**config.mk**
```make
export PLATFORM = sky130hd
export DESIGN_NAME = rba_core
export DESIGN_NICKNAME = d
export VERILOG_FILES = /design/src/rba_pkg.sv /design/src/rba_core.sv /design/src/rba_page_byte.sv
export SDC_FILE = /design/constraint.sdc
export NUM_CORES = 1
export LEC_CHECK = 0
export ABC_CLOCK_PERIOD_IN_PS = 6400
export BUFFER_PORTS_ARGS = -buffer_cell sky130_fd_sc_hd__buf_2
export CAP_MARGIN = 40
export CORE_MARGIN = 4
export CORE_UTILIZATION = 46
export CTS_CLUSTER_DIAMETER = 40
export DETAILED_ROUTE_END_ITERATION = 8
export HOLD_SLACK_MARGIN = 0.02
export PLACE_DENSITY = 0.66
export SLEW_MARGIN = 30
export SYNTH_ARGS = -nofsm -noshare
export SYNTH_HDL_FRONTEND = slang
export SYNTH_SLANG_ARGS = --single-unit
```
**constraint.sdc**
```tcl
create_clock -name clk -period 6.4 [get_ports clk]
set_input_delay 0.64 -clock clk [delete_from_list [all_inputs] [get_ports clk]]
set_output_delay 0.64 -clock clk [all_outputs]
set_load 0.02 [all_outputs]
```
**src/rba_pkg.sv**
```systemverilog
`default_nettype none
package rba_pkg;
  // register byte offsets, one aligned 32-bit word each
  localparam logic [7:0] OFF_CTRL = 8'h00;
  localparam logic [7:0] OFF_LBA = 8'h04;
  localparam logic [7:0] OFF_CNT = 8'h08;
  localparam logic [7:0] OFF_STAT = 8'h0c;
  localparam logic [7:0] OFF_INFO = 8'h10;
  localparam logic [7:0] OFF_CSI = 8'h14;
  localparam logic [7:0] OFF_IRQ_STAT = 8'h18;
  localparam logic [7:0] OFF_IRQ_MASK = 8'h1c;
  localparam logic [7:0] OFF_PAGE_CTRL = 8'h20;
  localparam logic [7:0] OFF_PAGE_MAP = 8'h24;
  localparam logic [7:0] OFF_PAGE_IDX = 8'h28;
  localparam logic [7:0] OFF_PAGE_DATA = 8'h2c;
  localparam logic [7:0] OFF_ACTIVE_MAP = 8'h30;
  // field positions
  localparam int CTRL_GO_BIT = 0;
  localparam int PCTRL_EN_BIT = 0;
  localparam int PCTRL_LEN_LSB = 8;
  localparam int IRQ_DONE = 0;
  localparam int IRQ_CHECK = 1;
  localparam int IRQ_REJECT = 2;
  localparam int IRQ_W = 3;
  // input page layout
  localparam logic [7:0] PAGE_CODE = 8'h42;
  localparam logic [7:0] PAGE_LEN_BASE = 8'h04;
  localparam logic [7:0] PAGE_HDR_BYTES = 8'h08;
  localparam logic [7:0] IDX_LEN_MSB = 8'h02;
  localparam logic [7:0] IDX_LEN_LSB = 8'h03;
  localparam logic [7:0] IDX_ENABLED = 8'h04;
  localparam logic [7:0] IDX_ELEM_LEN = 8'h07;
  // sense keys and additional sense codes
  localparam logic [3:0] SK_NONE = 4'h0;
  localparam logic [3:0] SK_MEDIUM = 4'h3;
  localparam logic [3:0] SK_ILLEGAL = 4'h5;
  localparam logic [3:0] SK_ABORTED = 4'hb;
  localparam logic [7:0] ASC_NONE = 8'h00;
  localparam logic [7:0] ASC_READ_ERR = 8'h11;
  localparam logic [7:0] ASCQ_MULTI = 8'h03;
  localparam logic [7:0] ASC_BAD_PARAM = 8'h26;
  // values after reset
  localparam logic [31:0] RST_LBA = 32'h0;
  localparam logic [31:0] RST_CNT = 32'h1;
  localparam logic [IRQ_W-1:0] RST_IRQ_MASK = 3'h0;
  localparam logic [7:0] RST_PAGE_IDX = 8'h00;

  typedef enum logic [2:0] {
    ST_IDLE = 3'h1,
    ST_SCAN = 3'h2,
    ST_RUN = 3'h4
  } rba_state_e;

  // outcome of the last command, as fixed-format sense fields
  typedef struct packed {
    logic check;
    logic [3:0] key;
    logic [7:0] asc;
    logic [7:0] ascq;
    logic [31:0] info;
    logic [31:0] csi;
  } rba_sense_s;

  localparam rba_sense_s RST_SENSE = '{1'b0, SK_NONE, ASC_NONE, ASC_NONE,
                                       32'h0, 32'h0};
endpackage
`default_nettype wire

```
**src/rba_core.sv**
```systemverilog
// The implementer's own choices: the placing of the registers and register access over Avalon-MM.
`timescale 1ns/1ps
`default_nettype none
module rba_core
  import rba_pkg::*;
#(
  parameter int ELEM_BYTES = 2,
  parameter int ELEM_SHIFT = 16,
  parameter logic [31:0] SUPPORTED_MASK = 32'h0000ffff
)
(
  // clock, reset, enable
  input wire logic clk,
  input wire logic reset,
  input wire logic ce,
  // avalon-mm slave
  input wire logic [7:0] avs_address,
  input wire logic avs_read,
  input wire logic avs_write,
  input wire logic [31:0] avs_writedata,
  input wire logic [3:0] avs_byteenable,
  output logic [31:0] avs_readdata,
  output logic avs_waitrequest,
  // media lookup, answered combinationally on the same clock
  output logic [31:0] lba_query,
  output logic query_valid,
  input wire logic media_pred_err,
  input wire logic media_unpred_err,
  // status
  output logic mode_on,
  output logic irq
);
  localparam int EB = 8 * ELEM_BYTES;
  localparam int EIDX_W = (EB > 1) ? $clog2(EB) : 1;
  localparam logic [EB-1:0] SUP = SUPPORTED_MASK[EB-1:0];
  localparam logic [7:0] N = 8'(ELEM_BYTES);

  rba_state_e state_reg;
  rba_sense_s sense_reg;
  logic ack_reg;
  logic [31:0] lba_reg, cnt_reg, cur_reg, remain_reg, first_reg, last_reg;
  logic [IRQ_W-1:0] irq_stat_reg, irq_mask_reg, irq_ev;
  logic [EB-1:0] stage_map_reg, active_map_reg;
  logic mode_reg;
  logic [7:0] page_idx_reg, page_byte;
  logic [31:0] bm, rd_mux;
  logic wr_fire, rd_fire, go, page_wr;
  logic [EIDX_W-1:0] eidx;
  logic elem_dis, pred_hit, any_err, fin_good, fin_unpred, fin_run;
  logic pg_en, pg_bad_len, pg_bad_map, pg_reject;
  logic [7:0] pg_len;
  logic [EB-1:0] pg_map;

  // bus handshake: one wait cycle, then the answer; write lands at that edge
  assign avs_waitrequest = (avs_read | avs_write) & ~ack_reg;
  assign wr_fire = ce & avs_write & ack_reg;
  assign rd_fire = ce & avs_read & ack_reg;
  assign bm = {{8{avs_byteenable[3]}}, {8{avs_byteenable[2]}},
               {8{avs_byteenable[1]}}, {8{avs_byteenable[0]}}};

  // ack toggles so back-to-back requests each see one wait cycle
  always_ff @(posedge clk)
  begin
    if (reset)
      ack_reg <= 1'b0;
    else if (ce)
      ack_reg <= (avs_read | avs_write) & ~ack_reg;
  end

  // strobes decoded from the write that lands this cycle
  assign go = wr_fire && avs_address == OFF_CTRL && avs_byteenable[0]
              && avs_writedata[CTRL_GO_BIT] && state_reg == ST_IDLE;
  assign page_wr = wr_fire && avs_address == OFF_PAGE_CTRL
                   && avs_byteenable[0] && state_reg == ST_IDLE;
  assign pg_en = avs_writedata[PCTRL_EN_BIT];
  assign pg_len = avs_writedata[PCTRL_LEN_LSB +: 8];
  assign pg_map = stage_map_reg;

  // output page checks; a disabled page skips them all
  assign pg_bad_len = pg_len != N;
  assign pg_bad_map = (|(pg_map & ~SUP))
                      || ((pg_map & SUP) == SUP)
                      || (|(active_map_reg & ~pg_map));
  assign pg_reject = page_wr && pg_en && (pg_bad_len || pg_bad_map);

  // rebuild-assist mode and the set of disabled elements
  always_ff @(posedge clk)
  begin
    if (reset)
    begin
      mode_reg <= 1'b0;
      active_map_reg <= '0;
    end
    else if (ce && page_wr)
    begin
      if (!pg_en)
      begin
        mode_reg <= 1'b0;
        active_map_reg <= '0;
      end
      else if (!pg_reject)
      begin
        mode_reg <= 1'b1;
        active_map_reg <= pg_map;
      end
    end
  end
  assign mode_on = mode_reg;

  // software-written registers, honouring byte enables, except that a mask write without byte 0 clears the mask
  always_ff @(posedge clk)
  begin
    if (reset)
    begin
      lba_reg <= RST_LBA;
      cnt_reg <= RST_CNT;
      irq_mask_reg <= RST_IRQ_MASK;
      stage_map_reg <= '0;
    end
    else if (wr_fire)
    begin
      if (avs_address == OFF_LBA)
        lba_reg <= (lba_reg & ~bm) | (avs_writedata & bm);
      else if (avs_address == OFF_CNT)
        cnt_reg <= (cnt_reg & ~bm) | (avs_writedata & bm);
      else if (avs_address == OFF_IRQ_MASK)
        irq_mask_reg <= avs_writedata[IRQ_W-1:0] & bm[IRQ_W-1:0];
      else if (avs_address == OFF_PAGE_MAP)
        stage_map_reg <= (stage_map_reg & ~bm[EB-1:0])
                         | (avs_writedata[EB-1:0] & bm[EB-1:0]);
    end
  end

  // page byte pointer; each data read steps it so software can stream
  always_ff @(posedge clk)
  begin
    if (reset)
      page_idx_reg <= RST_PAGE_IDX;
    else if (wr_fire && avs_address == OFF_PAGE_IDX && avs_byteenable[0])
      page_idx_reg <= avs_writedata[7:0];
    else if (rd_fire && avs_address == OFF_PAGE_DATA)
      page_idx_reg <= page_idx_reg + 8'h01;
  end

  rba_page_byte #(.ELEM_BYTES(ELEM_BYTES)) u_page (
    .mode_on(mode_reg),
    .mask(SUP),
    .map(active_map_reg),
    .idx(page_idx_reg),
    .byte_out(page_byte)
  );

  // read decode; unmapped offsets read as zero
  always_comb
  begin
    rd_mux = 32'h0;
    if (avs_address == OFF_CTRL)
      rd_mux = {31'h0, state_reg != ST_IDLE};
    else if (avs_address == OFF_LBA)
      rd_mux = lba_reg;
    else if (avs_address == OFF_CNT)
      rd_mux = cnt_reg;
    else if (avs_address == OFF_STAT)
      rd_mux = {sense_reg.ascq, sense_reg.asc, 4'h0, sense_reg.key, 5'h00,
                mode_reg, sense_reg.check, state_reg != ST_IDLE};
    else if (avs_address == OFF_INFO)
      rd_mux = sense_reg.info;
    else if (avs_address == OFF_CSI)
      rd_mux = sense_reg.csi;
    else if (avs_address == OFF_IRQ_STAT)
      rd_mux = {{(32-IRQ_W){1'b0}}, irq_stat_reg};
    else if (avs_address == OFF_IRQ_MASK)
      rd_mux = {{(32-IRQ_W){1'b0}}, irq_mask_reg};
    else if (avs_address == OFF_PAGE_CTRL)
      rd_mux = {16'h0, N, 7'h00, mode_reg};
    else if (avs_address == OFF_PAGE_MAP)
      rd_mux = 32'(stage_map_reg);
    else if (avs_address == OFF_PAGE_IDX)
      rd_mux = {24'h0, page_idx_reg};
    else if (avs_address == OFF_PAGE_DATA)
      rd_mux = {24'h0, page_byte};
    else if (avs_address == OFF_ACTIVE_MAP)
      rd_mux = 32'(active_map_reg);
  end

  // read data is caught in the wait cycle and stands in the answer cycle
  always_ff @(posedge clk)
  begin
    if (reset)
      avs_readdata <= 32'h0;
    else if (ce && avs_read && !ack_reg)
      avs_readdata <= rd_mux;
  end

  // element of the current LBA and the verdict on it
  assign eidx = cur_reg[ELEM_SHIFT +: EIDX_W];
  assign elem_dis = (32'(eidx) < 32'(EB)) && active_map_reg[eidx];
  assign pred_hit = mode_reg && (media_pred_err || elem_dis);
  assign any_err = pred_hit || media_unpred_err;
  assign query_valid = state_reg != ST_IDLE;
  assign lba_query = cur_reg;

  // how the scan ends this cycle
  assign fin_unpred = state_reg == ST_SCAN && !pred_hit && media_unpred_err;
  assign fin_good = state_reg == ST_SCAN && !any_err && remain_reg == 32'h1;
  // a run also stops at the top of the address space rather than wrap
  assign fin_run = state_reg == ST_RUN
                   && (!any_err || cur_reg == 32'hffffffff);

  // read scan: one LBA a cycle, then follow the bad run past its start
  always_ff @(posedge clk)
  begin
    if (reset)
    begin
      state_reg <= ST_IDLE;
      cur_reg <= 32'h0;
      remain_reg <= 32'h0;
      first_reg <= 32'h0;
      last_reg <= 32'h0;
    end
    else if (ce)
    begin
      case (state_reg)
        ST_IDLE:
        begin
          if (go && cnt_reg != 32'h0)
          begin
            cur_reg <= lba_reg;
            remain_reg <= cnt_reg;
            state_reg <= ST_SCAN;
          end
        end
        ST_SCAN:
        begin
          if (pred_hit)
          begin
            first_reg <= cur_reg;
            last_reg <= cur_reg;
            cur_reg <= cur_reg + 32'h1;
            state_reg <= ST_RUN;
          end
          else if (fin_unpred || fin_good)
            state_reg <= ST_IDLE;
          else
          begin
            cur_reg <= cur_reg + 32'h1;
            remain_reg <= remain_reg - 32'h1;
          end
        end
        ST_RUN:
        begin
          if (any_err)
            last_reg <= cur_reg;
          if (fin_run)
            state_reg <= ST_IDLE;
          else
            cur_reg <= cur_reg + 32'h1;
        end
        default:
          state_reg <= ST_IDLE;
      endcase
    end
  end

  // sense data of the last command, read or output page
  always_ff @(posedge clk)
  begin
    if (reset)
      sense_reg <= RST_SENSE;
    else if (ce)
    begin
      if (fin_run)
        sense_reg <= '{1'b1, SK_ABORTED, ASC_READ_ERR, ASCQ_MULTI,
                       first_reg, any_err ? cur_reg : last_reg};
      else if (fin_unpred)
        sense_reg <= '{1'b1, SK_MEDIUM, ASC_READ_ERR, ASC_NONE,
                       cur_reg, 32'h0};
      else if (fin_good || (go && cnt_reg == 32'h0))
        sense_reg <= RST_SENSE;
      else if (pg_reject)
        sense_reg <= '{1'b1, SK_ILLEGAL, ASC_BAD_PARAM, ASC_NONE,
                       32'h0, 32'h0};
      else if (page_wr)
        sense_reg <= RST_SENSE;
    end
  end

  // sticky events, cleared by writing one; a new event beats the clear
  assign irq_ev[IRQ_DONE] = fin_run || fin_unpred || fin_good
                            || (go && cnt_reg == 32'h0);
  assign irq_ev[IRQ_CHECK] = fin_run || fin_unpred || pg_reject;
  assign irq_ev[IRQ_REJECT] = pg_reject;
  always_ff @(posedge clk)
  begin
    if (reset)
      irq_stat_reg <= '0;
    else if (ce)
    begin
      if (wr_fire && avs_address == OFF_IRQ_STAT)
        irq_stat_reg <= (irq_stat_reg & ~(avs_writedata[IRQ_W-1:0]
                         & bm[IRQ_W-1:0])) | irq_ev;
      else
        irq_stat_reg <= irq_stat_reg | irq_ev;
    end
  end
  assign irq = |(irq_stat_reg & irq_mask_reg);
endmodule // rba_core
`default_nettype wire

```
**src/rba_page_byte.sv**
```systemverilog
`timescale 1ns/1ps
`default_nettype none
module rba_page_byte
  import rba_pkg::*;
#(
  parameter int ELEM_BYTES = 2
)
(
  // page contents
  input wire logic mode_on,
  input wire logic [8*ELEM_BYTES-1:0] mask,
  input wire logic [8*ELEM_BYTES-1:0] map,
  // byte select and byte out
  input wire logic [7:0] idx,
  output logic [7:0] byte_out
);
  localparam logic [7:0] N = 8'(ELEM_BYTES);
  localparam logic [15:0] PLEN = 16'(PAGE_LEN_BASE) + 16'(2 * ELEM_BYTES);

  // builds one byte of the input page; reserved bytes fall to zero
  always_comb
  begin
    byte_out = 8'h00;
    if (idx == 8'h00)
      byte_out = PAGE_CODE;
    else if (idx == IDX_LEN_MSB)
      byte_out = PLEN[15:8];
    else if (idx == IDX_LEN_LSB)
      byte_out = PLEN[7:0];
    else if (idx == IDX_ENABLED)
      byte_out = {7'h00, mode_on};
    else if (idx == IDX_ELEM_LEN)
      byte_out = N;
    else if (idx >= PAGE_HDR_BYTES && idx < PAGE_HDR_BYTES + N)
      // mask goes out most significant byte first
      byte_out = mask[8*(ELEM_BYTES-1-int'(idx-PAGE_HDR_BYTES)) +: 8];
    else if (idx >= PAGE_HDR_BYTES + N && idx < PAGE_HDR_BYTES + 2*N)
      byte_out = map[8*(ELEM_BYTES-1-int'(idx-PAGE_HDR_BYTES-N)) +: 8];
  end
endmodule // rba_page_byte
`default_nettype wire

```
=== Yosys cells after proc, flatten, opt, wreduce, memory -nomap -nowiden ===
Cells that the tools add are included.
W data, S select, Z words.

* Register bits after elaboration: 360
* Bits of input ports: 51
* Output and inout port bits: 68

* $add $sub $neg: 7
* Magnitude comparators: 5
* Equal/unequal tests: 33
* Shift-type cells: 2
* Mux-type cells: 51
* Bitwise gates (word level): 28
* Reduce and logical (&&, ||, !) cells: 62

{| class="wikitable"
|+ Operators by type and width
! kind !! number
|-
| $mux W32 || 15
|-
| $mux W85 || 5
|-
| $mux W16 || 9
|-
| $pmux W32 S2 || 2
|-
| $and A32 B32 Y32 || 3
|-
| $pmux W32 S3 || 1
|-
| $mux W8 || 9
|-
| $or A32 B32 Y32 || 2
|-
| $sub A2 B29 Y29 const A || 2
|-
| $and A16 B16 Y16 || 3
|-
| $eq A8 B6 Y1 const B || 5
|-
| $add A32 B1 Y32 const B || 1
|-
| $eq A32 B1 Y1 const B || 1
|-
| $eq A32 B32 Y1 const B || 1
|-
| $eq A8 B5 Y1 const B || 4
|-
| $logic_not A32 Y1 || 1
|-
| $not A16 Y16 || 2
|-
| $not A32 Y32 || 1
|-
| $reduce_bool A32 Y1 || 1
|-
| $shiftx A16 B32 Y8 || 1
|-
| $shiftx A16 B32 Y8 const A || 1
|-
| $sub A32 B1 Y32 const B || 1
|-
| $sub A29 B2 Y29 const B || 1
|-
| $logic_and A1 B1 Y1 || 26
|-
| 41 further kinds || 90
|}

=== Depth between registers and ports, before layout ===
Gate-level depths: netlist of run 1.

* Depth in word-level cells: 23
* Mapped depth: 11
* Depth with buffers taken out: 9

=== By module ===
From an unflattened synthesis of run 1, not the netlist that was laid out.

* Cells, all modules: 2281
* Area total of the unflattened synthesis: 18103.6 um^2

{| class="wikitable"
|+ By module, submodules not included
! module !! instances !! cells an instance !! area an instance (um^2)
|-
| rba_core || 1 || 2226 || 17682.0
|-
| rba_page_byte || 1 || 55 || 421.7
|}

=== Least setup slack after synthesis of run 1 ===
OpenSTA, ideal clock, no wires.

* Kind: input port to flip-flop
* From: input port avs_address[1]
* To: register cur_reg[1] (netlist: lba_query[1])
* Library setup time: 86 ps
* Arrival: 2761 ps
* Required time: 6314 ps
* Path slack: 3554 ps
* Stages: 8
* Path buffers: 1
* Cell sequence: nor4_2 nand3_1 a211o_1 a221o_1 a2111oi_4 buf_2 nor2_1 a211oi_1

* Longest elaborated chain between the ends: 8

{| class="wikitable"
|+ Ends and longest elaborated chain
! what !! RTL line !! text
|-
| from (decl) || rba_core.sv:17 || <nowiki>input wire logic [7:0] avs_address,</nowiki>
|-
| $logic_not A8 Y1 || rba_core.sv:71 || <nowiki>assign go = wr_fire && avs_address == OFF_CTRL && avs_byteenable[0]</nowiki>
|-
| $logic_and A1 B1 Y1 (2 in a row) || rba_core.sv:71 ||
|-
| $logic_and A1 B1 Y1 (2 in a row) || rba_core.sv:72 || <nowiki>&& avs_writedata[CTRL_GO_BIT] && state_reg == ST_IDLE;</nowiki>
|-
| $logic_and A1 B1 Y1 || rba_core.sv:226 || <nowiki>if (go && cnt_reg != 32'h0)</nowiki>
|-
| $ne A2 B1 Y1 (no source line) || - ||
|-
| $reduce_and A5 Y1 (no source line) || - ||
|-
| to (signal assigned) || rba_core.sv:228 || <nowiki>cur_reg <= lba_reg;</nowiki>
|-
| to (signal assigned) || rba_core.sv:239 || <nowiki>cur_reg <= cur_reg + 32'h1;</nowiki>
|-
| to (signal assigned) || rba_core.sv:246 || <nowiki>cur_reg <= cur_reg + 32'h1;</nowiki>
|-
| to (decl) || rba_core.sv:41 || <nowiki>logic [31:0] lba_reg, cnt_reg, cur_reg, remain_reg, first_reg, last_reg;</nowiki>
|}

Every way passes these cells.
A chain may end at the register's enable or synchronous reset.

=== Worst setup path in the final report of run 1 ===
* From: register cur_reg[17] (netlist: lba_query[17])
* To: register remain_reg[29]

* Longest elaborated chain between the ends: 11

{| class="wikitable"
|+ Ends and longest elaborated chain
! what !! RTL line !! text
|-
| $bmux W1 S4 * || rba_core.sv:197 || <nowiki>assign elem_dis = (32'(eidx) < 32'(EB)) && active_map_reg[eidx];</nowiki>
|-
| $mux W1 (implied by the code) * || rba_core.sv:197 ||
|-
| $logic_or A1 B1 Y1 * || rba_core.sv:198 || <nowiki>assign pred_hit = mode_reg && (media_pred_err || elem_dis);</nowiki>
|-
| $logic_and A1 B1 Y1 * || rba_core.sv:198 ||
|-
| $logic_or A1 B1 Y1 || rba_core.sv:199 || <nowiki>assign any_err = pred_hit || media_unpred_err;</nowiki>
|-
| $logic_not A1 Y1 || rba_core.sv:205 || <nowiki>assign fin_good = state_reg == ST_SCAN && !any_err && remain_reg == 32'h1;</nowiki>
|-
| $logic_and A1 B1 Y1 (2 in a row) || rba_core.sv:205 ||
|-
| $logic_or A1 B1 Y1 || rba_core.sv:242 || <nowiki>else if (fin_unpred || fin_good)</nowiki>
|-
| $ne A2 B2 Y1 (no source line) || - ||
|-
| $reduce_and A5 Y1 (no source line) * || - ||
|-
| to (signal assigned) || rba_core.sv:229 || <nowiki>remain_reg <= cnt_reg;</nowiki>
|-
| to (signal assigned) || rba_core.sv:247 || <nowiki>remain_reg <= remain_reg - 32'h1;</nowiki>
|-
| to (decl) || rba_core.sv:41 ||
|}

Mark *: on every way between the ends. The rest lies on a longest branch, timed or not. The select of a mux whose other input is x is not followed.

==> flow_metrics.env, run 1 <==
export IMPL_placedCellCount=2524
export IMPL_mostFrequentLayoutCells="sky130_fd_sc_hd__dfxtp_1 (343), sky130_fd_sc_hd__nor2_1 (256), sky130_fd_sc_hd__nand2_1 (256), sky130_fd_sc_hd__a21oi_1 (182), sky130_fd_sc_hd__mux2i_1 (128)"
export IMPL_grt_overflow_total=0
export IMPL_first_global_vias=15100
export IMPL_layout_cell_area_non_filler_um2=19300
export IMPL_drt_total_wl_um=60100
export IMPL_hp_class="primary input to flop"
export IMPL_postSynth_topFlopCell="sky130_fd_sc_hd__dfxtp_1"
export IMPL_numCtsBuffers=49
export IMPL_area_of_the_multi_input_gates_um2=9200
export IMPL_antenna_found_initial=0
export IMPL_synthesis_nets=2155
export IMPL_area_growth_pct=14.9
export IMPL_cts_tree="built"
export IMPL_synth_seq_cells=343
export IMPL_worst_clock_skew_ps=25.5
export IMPL_final_min_clock_period_ps=4050
export IMPL_reg2reg_from="lba_query[17]"
export IMPL_worst_case_vdd_ir_drop_v=0.000172
export IMPL_fin_crit_sh=0.632
export IMPL_maxCapViolCount=0
export IMPL_path_clk_slew_ps=60
export IMPL_drt_pass1_iterations=7
export IMPL_timing_setup_critical_path_class="flop to flop"
export IMPL_finish_cell_count_without_fillers=2615
export IMPL_sequentialPowerShare=0.426
export IMPL_port_buffers=118
export IMPL_vias_per_cell=6.34
export IMPL_synth_cell_types=81
export IMPL_yosys_area_top_type_share=0.408
export IMPL_comb_power_share=0.028
export IMPL_netlist_top_cells_area="sky130_fd_sc_hd__dfxtp_1 (41%), sky130_fd_sc_hd__mux2i_1 (7.6%), sky130_fd_sc_hd__nor2_1 (5.8%)"
export IMPL_rsz_0062_raised_after_global_routing="no"
export IMPL_drtIter0Drc=2156
export IMPL_synth_cell_area_um2=16800
export IMPL_placement_cell_area_um2=17700
export IMPL_design_die_area_um2=39700
export IMPL_chipWidth_um=199
export IMPL_timing_hold_worst_start="avs_writedata[29]"
export IMPL_first_pass_grt_wire_length_um=91300
export IMPL_setup_tns_final_ps=0
export IMPL_synth_top_area_cell="sky130_fd_sc_hd__dfxtp_1"
export IMPL_critPathArrivalTime_ps=4520
export IMPL_grt_use_total=0.294
export IMPL_cts_resizes=0
export IMPL_die_h_um=199
export IMPL_synthCells=2098
export IMPL_cts_path_max_buffers=3
export IMPL_hold_viol=0
export IMPL_post_synth_cell_area_avg_um2=8.02
export IMPL_synth_edf_count=0
export IMPL_crit_path_end_kind="flop"
export IMPL_power_static_leakage_uw=0.00699
export IMPL_floorplan_core_area_um2=35800
export IMPL_worstPathRequired_ps=6870
export IMPL_power_internal_uw=3830
export IMPL_row_count=69
export IMPL_start_util=0.470
export IMPL_design_final_nets=2173
export IMPL_power_share_switching=0.237
export IMPL_crit_path_start="lba_query[17]"
export IMPL_area_sequential_um2=6870
export IMPL_grt_max_degree=160
export IMPL_routabilityCongestion=0.976
export IMPL_remaining_drc_errors=0
export IMPL_number_of_slew_limit_violations_in_the_final_report=0
export IMPL_async_reset_ff_frac=0
export IMPL_path_max_fanout=24
export IMPL_clk_root_buffer_cell="sky130_fd_sc_hd__clkbuf_16"
export IMPL_io_pins=119
export IMPL_share_clk_of_total_power=0.546
export IMPL_status="finished clean"
export IMPL_critPathLaunchType="flop"
export IMPL_clk_insertion_delay_late_ps=590
export IMPL_tightest_pin_transition_ps=948
export IMPL_slew_limit_headroom=0.368
export IMPL_power_density_cell_area_nw_per_um2=260
export IMPL_number_of_buffers_added_for_setup_after_cts=0
export IMPL_routedWlPerCell_um=23.0
export IMPL_cts_htree_levels=2
export IMPL_layout_cells_most_common="sky130_fd_sc_hd__dfxtp_1"
export IMPL_final_fill_count=3355
export IMPL_layout_drive_gt1_share=0.130
export IMPL_diodes=0
export IMPL_yosysSeqAreaShare=0.408
export IMPL_yosys_warnings=0
export IMPL_clock_sink_count=343
export IMPL_cts_hold_repair_buffers=0
export IMPL_timing_fmax_mhz=247
export IMPL_switchingPower_uw=1190
export IMPL_drtAntennaViolNets=0
export IMPL_route_vias_total=16600
export IMPL_dp_final_hpwl_um=40900
export IMPL_setup_violations_final=0
-- cells in the mapped netlist (24+ instances only) --
| cell | number |
|---|---|
| sky130_fd_sc_hd__nor2_1 | 260 |
| sky130_fd_sc_hd__inv_1 | 25 |
| sky130_fd_sc_hd__nand3_1 | 70 |
| sky130_fd_sc_hd__nor3_1 | 58 |
| sky130_fd_sc_hd__nand2_1 | 256 |
| sky130_fd_sc_hd__a221oi_1 | 50 |
| sky130_fd_sc_hd__clkbuf_1 | 154 |
| sky130_fd_sc_hd__a31oi_1 | 25 |
| sky130_fd_sc_hd__nand4_1 | 24 |
| sky130_fd_sc_hd__o31ai_1 | 48 |
| sky130_fd_sc_hd__a22oi_1 | 43 |
| sky130_fd_sc_hd__o21ai_0 | 125 |
| sky130_fd_sc_hd__a21oi_1 | 183 |
| sky130_fd_sc_hd__dfxtp_1 | 343 |
| sky130_fd_sc_hd__mux2i_1 | 128 |
-- worst max-delay path: stages (launching register included) --
cell and delay [ps]:
sky130_fd_sc_hd__dfxtp_1 770, sky130_fd_sc_hd__mux4_2 600, sky130_fd_sc_hd__a22oi_2 330, sky130_fd_sc_hd__a41oi_4 300, sky130_fd_sc_hd__a2111oi_1 520, sky130_fd_sc_hd__o21a_1 730, sky130_fd_sc_hd__buf_4 320, sky130_fd_sc_hd__o21ai_0 120
sky130_fd_sc_hd__a221oi_1 230
-- final timing paths --
| kind | end | slack (ps) | cells past startpoint |
|---|---|---|---|
| max | remain_reg[29] | 2350 | 8 |
| min | flop | 330 | 3 |
| max reg2reg | remain_reg[29] | 2350 | 8 |
| min reg2reg | avs_readdata[14] | 440 | 1 |
-- metal layers --
layer  track usage  wire [um]  up-vias
met5             0          0        -
met4         0.102       1830        0
met3        0.0570       6570      110
met2         0.430      25800      895
met1         0.433      25900     7881
li1              -          -     7691
-- final cells by class --
type                       instances  share of cell area
multi-input combinational       1544               0.475
sequential                       343               0.355
clock buffer                      56              0.0658
timing repair buffer             153              0.0496
tap                              461              0.0298
clock inverter                    33              0.0196
inverter                          25             0.00485
-- cell families (layout without fill, tap and decap cells) --
logic type,count (synthesis),after routing,synth area share
buffers and inverters,211,267,0.0487
multiplexers,134,134,0.0821
AO/OA/AOI/OAI,604,604,0.238
flip-flops,343,343,0.408
XOR/XNOR,4,4,0.00208
AND/OR/NAND/NOR,796,796,0.216
adder cells (fa/ha/maj),6,6,0.00446
-- power by group through the flow --
stage | clock network [uW] | logic, uW | registers (uW)
after global placement | 0 | 137 | 2190
after global routing | 2870 | 149 | 2140
after CTS | 2780 | 139 | 2140
after detailed placement | 0 | 138 | 2190
after floorplan | 0 | 74.1 | 2190
final | 2750 | 141 | 2140
-- metrics by stage --
stage / hold WS (ps) / worst slack [ps] / util / power, uW
6_report: 331 / 2350 / 0.540 / 5030
5_1_grt: 321 / 2150 / 0.540 / 5160
4_1_cts: 304 / 2390 / 0.539 / 5060
3_5_place_dp: 436 / 2430 / 0.493 / 2320
3_3_place_gp: 425 / 2150 / 0.489 / 2320
2_1_floorplan: 436 / 3550 / - / 2260
Power figures use the tool's default switching activity.
==> inputs of run 2 (changes only) <==
--- a/config.mk
+++ b/config.mk
@@ -5,7 +5,8 @@
 export SDC_FILE = /design/constraint.sdc
 export NUM_CORES = 1
 export LEC_CHECK = 0
-export ABC_CLOCK_PERIOD_IN_PS = 6400
+export ABC_AREA = 1
+export ABC_CLOCK_PERIOD_IN_PS = 3500
 export BUFFER_PORTS_ARGS = -buffer_cell sky130_fd_sc_hd__buf_2
 export CAP_MARGIN = 40
 export CORE_MARGIN = 4
@@ -13,7 +14,7 @@
 export CTS_CLUSTER_DIAMETER = 40
 export DETAILED_ROUTE_END_ITERATION = 8
 export HOLD_SLACK_MARGIN = 0.02
-export PLACE_DENSITY = 0.66
+export PLACE_DENSITY = 0.68
 export SLEW_MARGIN = 30
 export SYNTH_ARGS = -nofsm -noshare
 export SYNTH_HDL_FRONTEND = slang
==> constraint.sdc (replaced) <==
create_clock -name clk -period 3.5 [get_ports clk]
set_input_delay 0.35 -clock clk [delete_from_list [all_inputs] [get_ports clk]]
set_output_delay 0.35 -clock clk [all_outputs]
set_load 0.02 [all_outputs]
==> run 2 against run 1 <==
Register-to-register slack lost 2100 ps. Cell count up 29%. Critical path depth up 5. Largest cell class unchanged.
==> flow_metrics.env, run 2 <==
export IMPL_mostFrequentLayoutCells="sky130_fd_sc_hd__nand2_1 (536), sky130_fd_sc_hd__a21oi_1 (369), sky130_fd_sc_hd__nor2_1 (360), sky130_fd_sc_hd__dfxtp_1 (343), sky130_fd_sc_hd__o21ai_0 (272)"
export IMPL_clock_sink_count=343
export IMPL_clk_root_buffer_cell="sky130_fd_sc_hd__clkbuf_16"
export IMPL_routedWlPerCell_um=20.8
export IMPL_start_util=0.467
export IMPL_routabilityCongestion=1.05
export IMPL_path_max_fanout=30
export IMPL_dp_final_hpwl_um=49800
export IMPL_remaining_drc_errors=0
export IMPL_clk_insertion_delay_late_ps=620
export IMPL_synth_edf_count=0
export IMPL_grt_overflow_total=0
export IMPL_first_pass_grt_wire_length_um=106000
export IMPL_postSynth_topFlopCell="sky130_fd_sc_hd__dfxtp_1"
export IMPL_number_of_slew_limit_violations_in_the_final_report=0
export IMPL_netlist_top_cells_area="sky130_fd_sc_hd__dfxtp_1 (38%), sky130_fd_sc_hd__nand2_1 (11%), sky130_fd_sc_hd__a21oi_1 (10%)"
export IMPL_io_pins=119
export IMPL_maxCapViolCount=0
export IMPL_worstPathRequired_ps=4050
export IMPL_slowest_stage="sky130_fd_sc_hd__nand2_1"
export IMPL_finalPower_uw=11300
export IMPL_row_count=72
export IMPL_synthesis_nets=2799
export IMPL_path_clk_slew_ps=50
export IMPL_drtAntennaViolNets=0
export IMPL_worst_clock_skew_ps=16.4
export IMPL_power_density_cell_area_nw_per_um2=531
export IMPL_grt_use_total=0.319
export IMPL_synth_top_area_cell="sky130_fd_sc_hd__dfxtp_1"
export IMPL_status="finished clean"
export IMPL_design_final_nets=2872
export IMPL_cts_path_max_buffers=3
export IMPL_rsz_0062_raised_after_global_routing="no"
export IMPL_chipWidth_um=206
export IMPL_area_growth_pct=17.5
export IMPL_yosys_area_top_type_share=0.379
export IMPL_fin_crit_sh=0.917
export IMPL_tightest_pin_transition_ps=807
export IMPL_floorplan_core_area_um2=38700
export IMPL_cell_by_cell_trace_of_the_critical_path="inv_1 > nor3_2 > inv_1 > buf_4 > nand2_1 > inv_2 > nor3_2 > buf_4 > clkinv_1 > buf_4 > a21oi_1 > o21ai_0 > inv_1"
export IMPL_route_vias_total=19800
export IMPL_first_global_vias=17800
export IMPL_power_static_leakage_uw=0.00835
export IMPL_hp_class="primary input to flop"
export IMPL_hold_viol=0
export IMPL_synth_cell_types=52
export IMPL_critPathLaunchType="flop"
export IMPL_synthCells=2742
export IMPL_critPathArrivalTime_ps=3760
export IMPL_crit_path_end_kind="flop"
export IMPL_cts_tree="built"
export IMPL_delay_of_the_slowest_cell_on_the_worst_path_ps=560
export IMPL_synth_top_cells_by_count="sky130_fd_sc_hd__nand2_1 (537), sky130_fd_sc_hd__a21oi_1 (369), sky130_fd_sc_hd__nor2_1 (364)"
export IMPL_slew_limit_headroom=0.457
export IMPL_drt_total_wl_um=70300
export IMPL_worst_path_buf_inv=8
export IMPL_drt_pass1_iterations=8
export IMPL_die_h_um=206
export IMPL_design_die_area_um2=42600
export IMPL_yosys_warnings=0
export IMPL_worst_case_vdd_ir_drop_v=0.000464
export IMPL_setup_tns_final_ps=0
export IMPL_synth_cell_area_um2=18100
export IMPL_final_min_clock_period_ps=3210
export IMPL_layout_drive_gt1_share=0.123
export IMPL_numCtsBuffers=59
export IMPL_cts_htree_levels=2
export IMPL_layout_cells_most_common="sky130_fd_sc_hd__nand2_1"
export IMPL_diodes=0
export IMPL_vias_per_cell=5.86
export IMPL_drtIter0Drc=2586
export IMPL_antenna_found_initial=0
export IMPL_setup_violations_final=0
export IMPL_critPathTopFamily="buffers and inverters"
export IMPL_port_buffers=118
export IMPL_yosysSeqAreaShare=0.379
export IMPL_yosysMostFrequentCell="sky130_fd_sc_hd__nand2_1"
export IMPL_grt_max_degree=125
export IMPL_post_synth_cell_area_avg_um2=6.60
export IMPL_timing_fmax_mhz=311
export IMPL_timing_setup_critical_path_class="flop to flop"
export IMPL_synth_seq_cells=343
export IMPL_async_reset_ff_frac=0
## run 2: cell count changes after synthesis, sizes merged, moves of 57 or more
| cell | previous run | this run |
|---|---|---|
| a21oi | 183 | 379 |
| inv | 25 | 273 |
| mux2i | 128 | 1 |
| nand2 | 256 | 555 |
| nand4 | 24 | 81 |
| nor2 | 261 | 372 |
| o21ai | 126 | 278 |
## run 2: cells by family (layout without fill, tap and decap cells)
logic type / after synthesis / count (layout) / synth area share
and+or+nand+nor: 1150 / 1150 / 0.271
adders and majority gates: 6 / 6 / 0.00415
muxes: 5 / 5 / 0.00304
buffers and inverters: 446 / 570 / 0.0997
DFF: 343 / 343 / 0.379
AOI/OAI and AO/OA: 754 / 754 / 0.224
xor gates and xnor gates: 38 / 38 / 0.0184
## run 2: cell type report
class / instances / area (um2)
Clock buffer: 69 / 1580
Clock inverter: 43 / 536
Fill cell: 3808 / 17500
Inverter: 278 / 1050
Multi-Input combinational cell: 1953 / 9450
Sequential cell: 343 / 6870
Tap cell: 518 / 648
Timing Repair Buffer: 180 / 1140
## run 2: worst min-delay path, stage by stage
cell	delay [ps]
sky130_fd_sc_hd__buf_2	90
sky130_fd_sc_hd__o21ai_0	80
sky130_fd_sc_hd__nor2_1	80
## run 2: report_power, final
part	total [uW]	internal, uW	switching, uW	leakage [uW]
sequential	4060	3970	83.6	0.00277
combinational	1110	344	761	0.00456
clock	6140	3920	2210	0.00103
## run 2: what timing repair did
item | 4_1_cts | 5_1_grt
hold endpoints to repair | 4 | 0
gates resized for setup | 0 | 0
buffers inserted | 0 | 0
hold buffers | 4 | 0
## run 2: through the flow
stage | hold WS, ps | worst slack, ps | cell area [um2] | cells | utilization
global route | 21.5 | 174 | 21300 | 3384 | 0.549
detailed placement | 445 | 446 | 19100 | 3265 | 0.492
CTS | 24.9 | 418 | 21200 | 3381 | 0.548
global placement | 440 | 489 | 19100 | 3264 | 0.492
finish | 32.7 | 289 | 21300 | 3384 | 0.549
floorplan | 430 | 1010 | 18100 | 2742 | -
## run 2: final timing paths
kind,start,end,slack [ps],depth (start not counted)
worst max-delay path,state_reg[2],last_reg[23],290,13
worst min-delay path,avs_writedata[26],flop,30,3
worst max register to register,state_reg[2],last_reg[23],290,13
worst min register to register,first_reg[31],first_reg[31],450,2
## run 2: routing by layer
layer	vias up	routed length (um)	track usage
met3	151	8260	0.0720
met5	-	0	0
met4	0	2250	0.104
li1	9281	-	-
met2	1161	29300	0.459
met1	9238	30500	0.472
